**config.mk**
```make
export PLATFORM = sky130hd
export DESIGN_NAME = tsviu_core
export DESIGN_NICKNAME = d
export VERILOG_FILES = /design/src/verilog/tsviu_pkg.sv /design/src/verilog/tsviu_core.sv
export SDC_FILE = /design/constraint.sdc
export NUM_CORES = 1
export LEC_CHECK = 0
export BUFFER_PORTS_ARGS = -buffer_cell sky130_fd_sc_hd__buf_2
export CAP_MARGIN = 10
export CORE_UTILIZATION = 25
export DETAILED_ROUTE_END_ITERATION = 7
export PLACE_DENSITY_LB_ADDON = 0.08
export SYNTH_ARGS = -nofsm -noshare
export SYNTH_HDL_FRONTEND = slang
export SYNTH_SLANG_ARGS = --single-unit
```
**constraint.sdc**
```tcl
create_clock -name clk -period 6 [get_ports clk]
set_input_delay 0.6 -clock clk [delete_from_list [all_inputs] [get_ports clk]]
set_output_delay 0.6 -clock clk [all_outputs]
set_load 0.01 [all_outputs]
```
**src/verilog/tsviu_pkg.sv**
```systemverilog
package tsviu_pkg;
  // ****************************************
  // Register map and field layout
  // ****************************************
  localparam logic [7:0] IRQ_CTRL_ADDR = 8'h00;
  localparam logic [7:0] STATUS_ADDR = 8'h01;
  localparam logic [7:0] STACK_ADDR = 8'h02;
  localparam int GIE_BIT = 0;
  localparam int EXT_EN_BIT = 1;
  localparam int TMR_EN_BIT = 2;
  localparam int ADC_EN_BIT = 3;
  localparam int EXT_FLAG_BIT = 4;
  localparam int TMR_FLAG_BIT = 5;
  localparam int ADC_FLAG_BIT = 6;
  localparam logic [7:0] IRQ_CTRL_RESET = 8'h00;
  // ****************************************
  // Vectors
  // ****************************************
  localparam logic [11:0] EXT_VECTOR = 12'h004;
  localparam logic [11:0] TMR_VECTOR = 12'h008;
  localparam logic [11:0] ADC_VECTOR = 12'h00c;
  localparam int PC_WIDTH = 12;
  localparam int STACK_DEPTH = 6;
endpackage

```
**src/verilog/tsviu_core.sv**
```systemverilog
`timescale 1ns/100ps
// Operation
// - Falling edge on pin sets external flag
// - Timer overflow sets timer flag
// - Conversion done sets converter flag
// - Service needs global and source enable
// - External request vectors to 04H
// - Timer request vectors to 08H
// - Converter request vectors to 0CH
// - Push next PC then load vector
// - Only program counter saved by hardware
// - Servicing clears global enable
// - Servicing clears that source flag
// - Disabled requests still set flags
// - Flags stay until serviced or cleared
// - Full stack holds off acknowledge
// - Return pops saved program counter
// - Requests sampled at phase two pulse
// - Priority external, timer, then converter
// - Any source wakes from power-down
module tsviu_core #(
  parameter int PCW = tsviu_pkg::PC_WIDTH,
  parameter int DEPTH = tsviu_pkg::STACK_DEPTH
) (
  // Clock and reset
  input wire logic clk,
  input wire logic rst_n,
  input wire logic clk_en,
  // Register port
  input wire logic [7:0] reg_addr,
  input wire logic [7:0] reg_wdata,
  input wire logic reg_wr,
  input wire logic reg_rd,
  output logic [7:0] reg_rdata,
  // Event sources
  input wire logic ext_irq_pin,
  input wire logic timer_overflow,
  input wire logic adc_done,
  // Core sequencer
  input wire logic phase_two_pulse,
  input wire logic [PCW-1:0] next_pc,
  input wire logic reti,
  input wire logic power_down,
  output logic irq_ack,
  output logic [PCW-1:0] vector_pc,
  output logic [1:0] vector_sel,
  output logic [PCW-1:0] return_pc,
  output logic return_valid,
  output logic stack_full,
  output logic wake
);
  // ****************************************
  // Pin synchroniser and edge detect
  // ****************************************
  logic pin_s1_r, pin_s2_r, pin_d_r;
  always_ff @(posedge clk or negedge rst_n)
  begin
    if (!rst_n)
    begin
      pin_s1_r <= 1'b1;
      pin_s2_r <= 1'b1;
      pin_d_r <= 1'b1;
    end
    else if (clk_en)
    begin
      pin_s1_r <= ext_irq_pin;
      pin_s2_r <= pin_s1_r;
      pin_d_r <= pin_s2_r;
    end
  end
  logic ext_fall;
  assign ext_fall = pin_d_r & ~pin_s2_r;

  // ****************************************
  // Control register and stack
  // ****************************************
  logic global_irq_enable, ext_irq_enable, timer_irq_enable, adc_irq_enable;
  logic ext_irq_flag, timer_overflow_flag, adc_done_flag;
  logic [PCW-1:0] stack_r [DEPTH];
  logic [$clog2(DEPTH+1)-1:0] sp_r;
  logic wr_ctrl, take, pop;
  logic [2:0] sel;
  assign wr_ctrl = reg_wr && reg_addr == tsviu_pkg::IRQ_CTRL_ADDR;
  assign stack_full = sp_r == ($clog2(DEPTH+1))'(DEPTH);
  assign pop = reti && sp_r != '0;
  // A return and an entry in one cycle share the slot the return frees
  logic [$clog2(DEPTH)-1:0] push_idx;
  assign push_idx = pop ? sp_r[$clog2(DEPTH)-1:0] - 1'b1 : sp_r[$clog2(DEPTH)-1:0];

  // Priority pick, one hot
  always_comb
  begin
    sel = 3'b000;
    if (global_irq_enable && !stack_full && phase_two_pulse)
    begin
      if (ext_irq_flag && ext_irq_enable)
        sel = 3'b001;
      else if (timer_overflow_flag && timer_irq_enable)
        sel = 3'b010;
      else if (adc_done_flag && adc_irq_enable)
        sel = 3'b100;
    end
  end
  assign take = |sel;

  // Enables: software writes; service drops the global one
  always_ff @(posedge clk or negedge rst_n)
  begin
    if (!rst_n)
    begin
      {adc_irq_enable, timer_irq_enable, ext_irq_enable, global_irq_enable} <= 4'h0;
    end
    else if (clk_en)
    begin
      if (wr_ctrl)
      begin
        global_irq_enable <= reg_wdata[tsviu_pkg::GIE_BIT];
        ext_irq_enable <= reg_wdata[tsviu_pkg::EXT_EN_BIT];
        timer_irq_enable <= reg_wdata[tsviu_pkg::TMR_EN_BIT];
        adc_irq_enable <= reg_wdata[tsviu_pkg::ADC_EN_BIT];
      end
      if (take)
        global_irq_enable <= 1'b0;
    end
  end

  // Flags: set by events regardless of enables; set beats clear
  function automatic logic flag_next(input logic cur, input logic set, input logic wr,
                                     input logic wbit, input logic svc);
    logic v;
    v = cur;
    if (wr)
      v = wbit;
    if (svc)
      v = 1'b0;
    if (set)
      v = 1'b1;
    return v;
  endfunction

  always_ff @(posedge clk or negedge rst_n)
  begin
    if (!rst_n)
    begin
      ext_irq_flag <= 1'b0;
      timer_overflow_flag <= 1'b0;
      adc_done_flag <= 1'b0;
    end
    else if (clk_en)
    begin
      ext_irq_flag <= flag_next(ext_irq_flag, ext_fall, wr_ctrl,
                                reg_wdata[tsviu_pkg::EXT_FLAG_BIT], sel[0]);
      timer_overflow_flag <= flag_next(timer_overflow_flag, timer_overflow, wr_ctrl,
                                       reg_wdata[tsviu_pkg::TMR_FLAG_BIT], sel[1]);
      adc_done_flag <= flag_next(adc_done_flag, adc_done, wr_ctrl,
                                 reg_wdata[tsviu_pkg::ADC_FLAG_BIT], sel[2]);
    end
  end

  // Return-address stack: only the program counter is kept
  always_ff @(posedge clk or negedge rst_n)
  begin
    if (!rst_n)
      sp_r <= '0;
    else if (clk_en)
    begin
      if (take && !pop)
        sp_r <= sp_r + 1'b1;
      else if (pop && !take)
        sp_r <= sp_r - 1'b1;
    end
  end

  always_ff @(posedge clk)
  begin
    if (clk_en && take)
      stack_r[push_idx] <= next_pc;
  end

  // ****************************************
  // Core-facing outputs
  // ****************************************
  always_ff @(posedge clk or negedge rst_n)
  begin
    if (!rst_n)
    begin
      irq_ack <= 1'b0;
      vector_pc <= '0;
      vector_sel <= 2'h0;
      return_pc <= '0;
      return_valid <= 1'b0;
    end
    else if (clk_en)
    begin
      irq_ack <= take;
      return_valid <= pop;
      if (pop)
        return_pc <= stack_r[sp_r[$clog2(DEPTH)-1:0] - 1'b1];
      if (take)
      begin
        vector_sel <= sel[0] ? 2'h1 : sel[1] ? 2'h2 : 2'h3;
        vector_pc <= sel[0] ? PCW'(tsviu_pkg::EXT_VECTOR)
                   : sel[1] ? PCW'(tsviu_pkg::TMR_VECTOR)
                   : PCW'(tsviu_pkg::ADC_VECTOR);
      end
    end
  end

  // Wake ignores enables so any source can end power-down
  assign wake = power_down & (ext_irq_flag | timer_overflow_flag | adc_done_flag);

  // ****************************************
  // Register read
  // ****************************************
  always_ff @(posedge clk or negedge rst_n)
  begin
    if (!rst_n)
      reg_rdata <= 8'h00;
    else if (clk_en)
    begin
      reg_rdata <= 8'h00;
      if (reg_rd)
      begin
        unique case (reg_addr)
          tsviu_pkg::IRQ_CTRL_ADDR: reg_rdata <= {1'b0, adc_done_flag, timer_overflow_flag,
                                                  ext_irq_flag, adc_irq_enable, timer_irq_enable,
                                                  ext_irq_enable, global_irq_enable};
          tsviu_pkg::STATUS_ADDR: reg_rdata <= {6'h00, power_down, stack_full};
          tsviu_pkg::STACK_ADDR: reg_rdata <= 8'(sp_r);
          default: reg_rdata <= 8'h00;
        endcase
      end
    end
  end

  // ****************************************
  // Checks
  // ****************************************
  property p_ack_clears_gie;
    @(posedge clk) disable iff (!rst_n) clk_en && take |=> !global_irq_enable;
  endproperty
  a_ack_clears_gie: assert property (p_ack_clears_gie) else $error("gie not cleared");
  property p_no_take_full;
    @(posedge clk) disable iff (!rst_n) stack_full |-> !take;
  endproperty
  a_no_take_full: assert property (p_no_take_full) else $error("ack while full");
  property p_take_phase;
    @(posedge clk) disable iff (!rst_n) take |-> phase_two_pulse && global_irq_enable;
  endproperty
  a_take_phase: assert property (p_take_phase) else $error("ack outside phase");
  property p_ext_prio;
    @(posedge clk) disable iff (!rst_n) take && ext_irq_flag && ext_irq_enable |-> sel[0];
  endproperty
  a_ext_prio: assert property (p_ext_prio) else $error("priority wrong");
  property p_ext_vec;
    @(posedge clk) disable iff (!rst_n)
      clk_en && sel[0] |=> irq_ack && vector_pc == PCW'(tsviu_pkg::EXT_VECTOR);
  endproperty
  a_ext_vec: assert property (p_ext_vec) else $error("ext vector wrong");
  property p_tmr_vec;
    @(posedge clk) disable iff (!rst_n)
      clk_en && sel[1] |=> vector_pc == PCW'(tsviu_pkg::TMR_VECTOR);
  endproperty
  a_tmr_vec: assert property (p_tmr_vec) else $error("timer vector wrong");
  property p_adc_vec;
    @(posedge clk) disable iff (!rst_n)
      clk_en && sel[2] |=> vector_pc == PCW'(tsviu_pkg::ADC_VECTOR);
  endproperty
  a_adc_vec: assert property (p_adc_vec) else $error("adc vector wrong");
  property p_tmr_set;
    @(posedge clk) disable iff (!rst_n) clk_en && timer_overflow |=> timer_overflow_flag;
  endproperty
  a_tmr_set: assert property (p_tmr_set) else $error("timer flag lost");
  property p_adc_set;
    @(posedge clk) disable iff (!rst_n) clk_en && adc_done |=> adc_done_flag;
  endproperty
  a_adc_set: assert property (p_adc_set) else $error("adc flag lost");
  property p_push;
    @(posedge clk) disable iff (!rst_n) clk_en && take && !pop |=> sp_r == $past(sp_r) + 1'b1;
  endproperty
  a_push: assert property (p_push) else $error("stack not pushed");
  property p_ext_set;
    @(posedge clk) disable iff (!rst_n) clk_en && ext_fall |=> ext_irq_flag;
  endproperty
  a_ext_set: assert property (p_ext_set) else $error("ext flag lost");
  property p_no_gie;
    @(posedge clk) disable iff (!rst_n) !global_irq_enable |-> !take;
  endproperty
  a_no_gie: assert property (p_no_gie) else $error("ack with global enable low");
  property p_src_en;
    @(posedge clk) disable iff (!rst_n)
      take |-> (sel[0] && ext_irq_enable) || (sel[1] && timer_irq_enable) || (sel[2] && adc_irq_enable);
  endproperty
  a_src_en: assert property (p_src_en) else $error("ack of disabled source");
  property p_ext_clr;
    @(posedge clk) disable iff (!rst_n) clk_en && sel[0] && !ext_fall |=> !ext_irq_flag;
  endproperty
  a_ext_clr: assert property (p_ext_clr) else $error("ext flag not cleared");
  property p_tmr_clr;
    @(posedge clk) disable iff (!rst_n) clk_en && sel[1] && !timer_overflow |=> !timer_overflow_flag;
  endproperty
  a_tmr_clr: assert property (p_tmr_clr) else $error("timer flag not cleared");
  property p_adc_clr;
    @(posedge clk) disable iff (!rst_n) clk_en && sel[2] && !adc_done |=> !adc_done_flag;
  endproperty
  a_adc_clr: assert property (p_adc_clr) else $error("adc flag not cleared");
  property p_ext_keep;
    @(posedge clk) disable iff (!rst_n)
      clk_en && ext_irq_flag && !sel[0] && !wr_ctrl |=> ext_irq_flag;
  endproperty
  a_ext_keep: assert property (p_ext_keep) else $error("ext flag dropped");
  property p_tmr_keep;
    @(posedge clk) disable iff (!rst_n)
      clk_en && timer_overflow_flag && !sel[1] && !wr_ctrl |=> timer_overflow_flag;
  endproperty
  a_tmr_keep: assert property (p_tmr_keep) else $error("timer flag dropped");
  property p_adc_keep;
    @(posedge clk) disable iff (!rst_n)
      clk_en && adc_done_flag && !sel[2] && !wr_ctrl |=> adc_done_flag;
  endproperty
  a_adc_keep: assert property (p_adc_keep) else $error("adc flag dropped");
  property p_tmr_prio;
    @(posedge clk) disable iff (!rst_n)
      take && !(ext_irq_flag && ext_irq_enable) && timer_overflow_flag && timer_irq_enable |-> sel[1];
  endproperty
  a_tmr_prio: assert property (p_tmr_prio) else $error("timer priority wrong");
  property p_one_sel;
    @(posedge clk) disable iff (!rst_n) $onehot0(sel);
  endproperty
  a_one_sel: assert property (p_one_sel) else $error("more than one source picked");
  property p_ack_once;
    @(posedge clk) disable iff (!rst_n) clk_en && irq_ack |=> !irq_ack;
  endproperty
  a_ack_once: assert property (p_ack_once) else $error("ack longer than one cycle");
  property p_vec_sel;
    @(posedge clk) disable iff (!rst_n) clk_en && take |=> vector_sel != 2'h0;
  endproperty
  a_vec_sel: assert property (p_vec_sel) else $error("no vector select");
  property p_pop;
    @(posedge clk) disable iff (!rst_n)
      clk_en && pop && !take |=> sp_r == $past(sp_r) - 1'b1;
  endproperty
  a_pop: assert property (p_pop) else $error("stack not popped");
  property p_ret_valid;
    @(posedge clk) disable iff (!rst_n) clk_en && pop |=> return_valid;
  endproperty
  a_ret_valid: assert property (p_ret_valid) else $error("return not flagged");
  property p_wake;
    @(posedge clk) disable iff (!rst_n)
      clk_en && power_down && adc_done |=> wake || !power_down;
  endproperty
  a_wake: assert property (p_wake) else $error("no wake on event");
  property p_freeze;
    @(posedge clk) disable iff (!rst_n)
      !clk_en |=> $stable(sp_r) && $stable(global_irq_enable) && $stable(timer_overflow_flag);
  endproperty
  a_freeze: assert property (p_freeze) else $error("state moved while frozen");
endmodule

```
; After elaboration in Yosys (flattened, before gate mapping)
; Memories as Yosys holds them, arrays and structs flattened. A register that Yosys moved wholly into a read port is not among the register bits.
; Index checks and enable logic that the tools add are counted.
[word_totals]
inputBits = 39
reg_bits = 37
mem_bits_rw = 72
wordCells = 83
memories = 1
[classes]
muxes = 26
reduce_logical = 30
bitwise = 5
n_addsub = 2
eq_ne = 3
[mem_list]
columns = name, words, word_bits, rd, rd_ports_with_merged_regs, wr, line_no
row1 = stack_r, 6, 12, 1, 1, 1, tsviu_core.sv:79  ; logic [PCW-1:0] stack_r [DEPTH];
[op_table]
columns = op, n
row1 = 3-bit two-way mux, 8
row2 = 7-bit case mux with 3 select lines, 1
row3 = 2-bit AND reduction, 8
row4 = 1-bit two-way mux, 14
row5 = 3-bit nonzero test, 4
row6 = 1-bit logical AND, 10
row7 = "8-bit by 1-bit == test with 1-bit output, second input constant", 1
row8 = "8-bit by 2-bit == test with 1-bit output, second input constant", 1
row9 = 8-bit logical NOT, 1
row10 = 7-bit two-way mux, 1
row11 = 1-bit logical NOT, 4
row12 = 4-bit two-way mux, 1
row13 = 2-bit nonzero test, 2
row14 = "3-bit by 1-bit adder with 3-bit output, second input constant", 1
row15 = "3-bit == test, second input constant", 1
row16 = 3-bit OR reduction, 1
row17 = "3-bit by 1-bit subtractor with 3-bit output, second input constant", 1
row18 = 1-bit bitwise AND, 2
row19 = 2-bit two-way mux, 1
row20 = 1-bit OR, 2
row21 = 1-bit NOT, 1

; Depth between registers and ports, before layout
[logic_depth]
word_depth = 10
ltp_mapped = 11
ltp_nobuf = 9

; Worst setup path before layout
; Ideal clock, no wire load.
[synth_timing]
path_kind = register -> register
startpoint = reg sp_r[0]
endpoint = mem stack_r[3][0] (netlist bit) (enable)
t_required_ps = 5615
path_stages_with_launch = 9
period_less_slack_ps = 3118
setup_slack_ps = 2882
setup_ps = 385
arrival_ps = 2733
cell_sequence = dfrtp_1 buf_2 inv_1 clkbuf_1 ha_1 buf_4 buf_2 or3_1 a21oi_1
[synth_between]
elab_chain_cells = 9
[synth_rtl]
columns = item, line_no
row1 = "start, declared", tsviu_core.sv:80  ; logic [$clog2(DEPTH+1)-1:0] sp_r;
row2 = "start signal, assigned", tsviu_core.sv:168  ; sp_r <= sp_r + 1'b1;
row3 = "start signal, assigned", tsviu_core.sv:170  ; sp_r <= sp_r - 1'b1;
row4 = 3-bit == test, tsviu_core.sv:84  ; assign stack_full = sp_r == ($clog2(DEPTH+1))'(DEPTH);
row5 = 1-bit logical NOT, tsviu_core.sv:94  ; if (global_irq_enable && !stack_full && phase_two_pulse)
row6 = 1-bit logical AND (2 in series), tsviu_core.sv:94
row7 = 3-bit two-way mux, tsviu_core.sv:94
row8 = 3-bit OR reduction, tsviu_core.sv:104  ; assign take = |sel;
row9 = 1-bit logical AND, tsviu_core.sv:176  ; if (clk_en && take)
row10 = 1-bit two-way mux, tsviu_core.sv:176
row11 = 1-bit two-way mux (implied by the code), tsviu_core.sv:177  ; stack_r[push_idx] <= next_pc;
row12 = "end, declared", tsviu_core.sv:79
; Several ways; a longest one is shown, not always the timed one.

; Final worst setup path
[layout_timing]
startpoint = reg sp_r[0]
endpoint = mem stack_r[0][4] (netlist bit) (enable)
; Same word-level chain as after synthesis.

==> summary.md <==
| Metric | Value |
|---|---|
| Count of final setup violators | 0 |
| Min Hold Slack | 0.410 ns |
| CTS resizes | 0 |
| Total Nets Final | 432 |
| Arrival time at the worst endpoint | 4.04 ns |
| Final hold viol count | 0 |
| Post-Place Cells | 606 |
| Pre-antenna DRT Iters | 8 |
| Sw Pwr | 0.802 mW |
| Critical Path End Type | register |
| Post-Route WL | 11200 µm |
| Post-route setup TNS | 0 ns |
| Initial antenna violation count | 0 |
| I/O Buffers | 64 |
| Pwr Total | 2.28 mW |
| Share of power burned in registers | 40.7% |
| Yosys warning total | 0 |
| Ys async rst share | 33.3% |
| CP Data Required Time | 5.98 ns |
| CTS tree | done |
| Crit share post-route | 67.8% |
| CTS HTree Levels | 3 |
| RSZ-0062 raised after global routing | no |
| Util after Layout | 30.2% |
| Clock transition at path regs | 0.07 ns |
| Cell breakdown of the critical path | inv_1, ha_1, and4_1, a31oi_1, nor2_2 |
| Pre-CTS setup slack | 1.75 ns |
| Io pins | 77 |
| TritonCTS Sinks | 108 |
| WS Path Type | reg2reg |
| Total gr overflow | 0 |
| CTS Root Cell | clkbuf_16 |
| Mapped cell area | 4690 µm² |
| Primary FF master, synth | edfxtp_1 |
| Combinational power share | 32.1% |
| Placer Congestion | 0.727 |
| Switching share of power | 35.2% |
| Routed WL per cell | 18.1 µm |
| Die area | 19300 µm² |
| Status | finished with violations |
| Horiz. Die Dim | 139 µm |
| CP Launch Type | register |
| Fmax | 246 MHz |
| Slew at the pin with the worst max-slew slack | 0.977 ns |
| Post-DRT Antenna Nets | 0 |
| Seq cells post-synth | 108 |
| Worst clock skew | 0.0103 ns |
| DP Area | 5200 µm² |
| Critical path's slowest cell | ha_1 |
| Drt via density | 4.58 |
| Leak | 2.15 nW |
| Relative slew slack | 34.9% |
| Row count | 49 |
| Initial DRC Count | 171 |
| DIE HEIGHT | 139 µm |
| Fin worst setup slack | 1.93 ns |
| Final min period | 4.07 ns |
| Post-cts hold buffer count | 0 |
| HP Class | in2async |
| Pint | 1.47 mW |
| Syn avg cell area | 14.4 µm² |
| Final Instance Count excl. Fillers | 622 |
| Crit Path Max Fanout | 20 |
| Library cells used by synthesis | 53 |
| Clock Latency Late Sink | 0.36 ns |
| Post-synthesis cell count | 327 |
| Placeable Area | 18200 µm² |
| Worst IR Drop VDD | 0.000208 V |
| Fin area | 5510 µm² |
| Vias in the first global route | 2823 |
| PD cells | 413 nW/µm² |
| Post-synth EDFFs | 72 |
| Routed via count | 2847 |
| Starting Density | 25.8% |
| Largest stage delay, worst path | 1.01 ns |
| Detailed placement HPWL | 7130 µm |
| Total GRT Usage | 12.0% |
| Postcts setup bufs | 0 |
| Layout overhead on the synthesized area | 17.3% |
| DRC violations left | 1 |
| Clock buffer depth | 2 |
| Clock power share | 27.2% |
| Layout cells sized above 1 | 27.2% |
| CTS buffer count | 9 |
| Slew Limit Fails | 0 |
| Largest net degree at the start of global routing | 38 |
| First-pass GRT wire length | 16900 µm |
| Max_cap viols | 0 |
| N_diodes | 0 |
| Failing checks | DRC |
| Seq/Total Area, Yosys | 65.3% |
final timing paths:
| kind | depth (start not counted) | startpoint | slack [ns] | to |
|---|---|---|---|---|
| worst max register to register | 5 | sp_r[0] | 1.93 | stack_r[0][4] |
| worst max-delay path | 5 | sp_r[0] | 1.93 | stack_r[0][4] |
| worst min register to register | 1 | return_pc[11] | 0.49 | return_pc[11] |
| min in group clk | 2 | reg_wdata[3] | 0.48 | adc_irq_enable |
| worst min-delay path | 1 | rst_n | 0.41 | reg_rdata[6] |
| max in group asynchronous | 1 | rst_n | 4.99 | return_pc[2] |
flip-flops by register name (all words and copies together), names as in the netlist:
signal               flops
stack_r                 72
adc_irq_enable           1
pin_s1_r                 1
ext_irq_flag             1
timer_overflow_flag      1
global_irq_enable        1
vector_sel               2
irq_ack                  1
return_pc               12
adc_done_flag            1
reg_rdata                7
return_valid             1
pin_d_r                  1
sp_r                     3
pin_s2_r                 1
ext_irq_enable           1
timer_irq_enable         1
logic make-up after synthesis:
group,Yosys count,share of synthesized area [%]
AO/OA/AOI/OAI,66,12.2
XOR/XNOR,4,0.906
adder cells (fa/ha/maj),5,1.33
buffers and inverters,38,4.98
flip-flops,108,65.3
multiplexers,35,7.62
other,1,0.0799
AND/OR/NAND/NOR,70,7.54
worst max-delay path: cells and delay by family, from the launching register on:
family	cells	cell delay (ns)
flip-flops	1	0.88
AND/OR/NAND/NOR	2	1.08
adder cells (fa/ha/maj)	1	1.01
buffers and inverters	1	0.65
AO/OA/AOI/OAI	1	0.07
final cells by class:
type	instances	area, µm²
fill	1840	12700
sequential	108	3070
multi-input combinational	191	1450
timing repair buffer	70	365
tap	229	287
clock buffer	10	239
clock inverter	6	72.6
inverter	8	30.0
Yosys cell counts (3+ instances only):
library cell / number / share of area, %
buf_4: 14 / 2.2
nand3_1: 5 / 0.53
edfxtp_1: 72 / 46
a2111oi_0: 12 / 2.2
nor2_1: 32 / 2.6
a31oi_1: 3 / 0.40
clkbuf_1: 5 / 0.40
nand2_1: 12 / 0.96
a22o_1: 5 / 0.93
nand2b_1: 3 / 0.40
dfstp_2: 3 / 1.7
inv_1: 7 / 0.56
buf_6: 4 / 0.96
a21oi_1: 3 / 0.32
a211o_1: 12 / 2.2
ha_1: 5 / 1.3
a2111oi_2: 4 / 1.3
mux2_2: 6 / 1.4
dfrtp_1: 33 / 18
o21ai_0: 3 / 0.32
a2111oi_1: 8 / 1.7
buf_2: 7 / 0.75
mux2i_1: 29 / 6.2
routing by layer:
layer	wire length, µm	track usage, %	vias up
met3	392	2.28	20
met4	272	6.37	0
met2	5270	18.5	64
met5	0	0	-
li1	-	-	1362
met1	5300	16.1	1401
power by group through the flow:
stage / combinational (mW) / sequential (mW) / clock (mW)
finish: 0.730 / 0.927 / 0.620
global route: 0.810 / 0.939 / 0.669
CTS: 0.749 / 0.931 / 0.643
detailed placement: 0.748 / 0.946 / 0
global placement: 0.740 / 0.946 / 0
floorplan: 0.578 / 0.920 / 0
cell usage in the layout, fill, tap and decap left out, types with 3 or more instances in the layout:
| master | Yosys | routed |
|---|---|---|
| dfstp_2 | 3 | 3 |
| clkinvlp_4 | 0 | 3 |
| mux2_2 | 6 | 6 |
| a2111oi_1 | 8 | 8 |
| conb_1 | 1 | 11 |
| buf_4 | 14 | 6 |
| nand3_1 | 5 | 5 |
| dfrtp_1 | 33 | 33 |
| ha_1 | 5 | 5 |
| a211o_1 | 12 | 12 |
| nand2b_1 | 3 | 3 |
| a22o_1 | 5 | 5 |
| a21oi_1 | 3 | 3 |
| a2111oi_2 | 4 | 4 |
| clkbuf_16 | 0 | 9 |
| a31oi_1 | 3 | 3 |
| mux2i_1 | 29 | 29 |
| inv_1 | 7 | 7 |
| buf_2 | 7 | 64 |
| o21ai_0 | 3 | 3 |
| nor2_1 | 32 | 30 |
| a2111oi_0 | 12 | 12 |
| nand2_1 | 12 | 12 |
| edfxtp_1 | 72 | 72 |
Power figures use the tool's default switching activity.
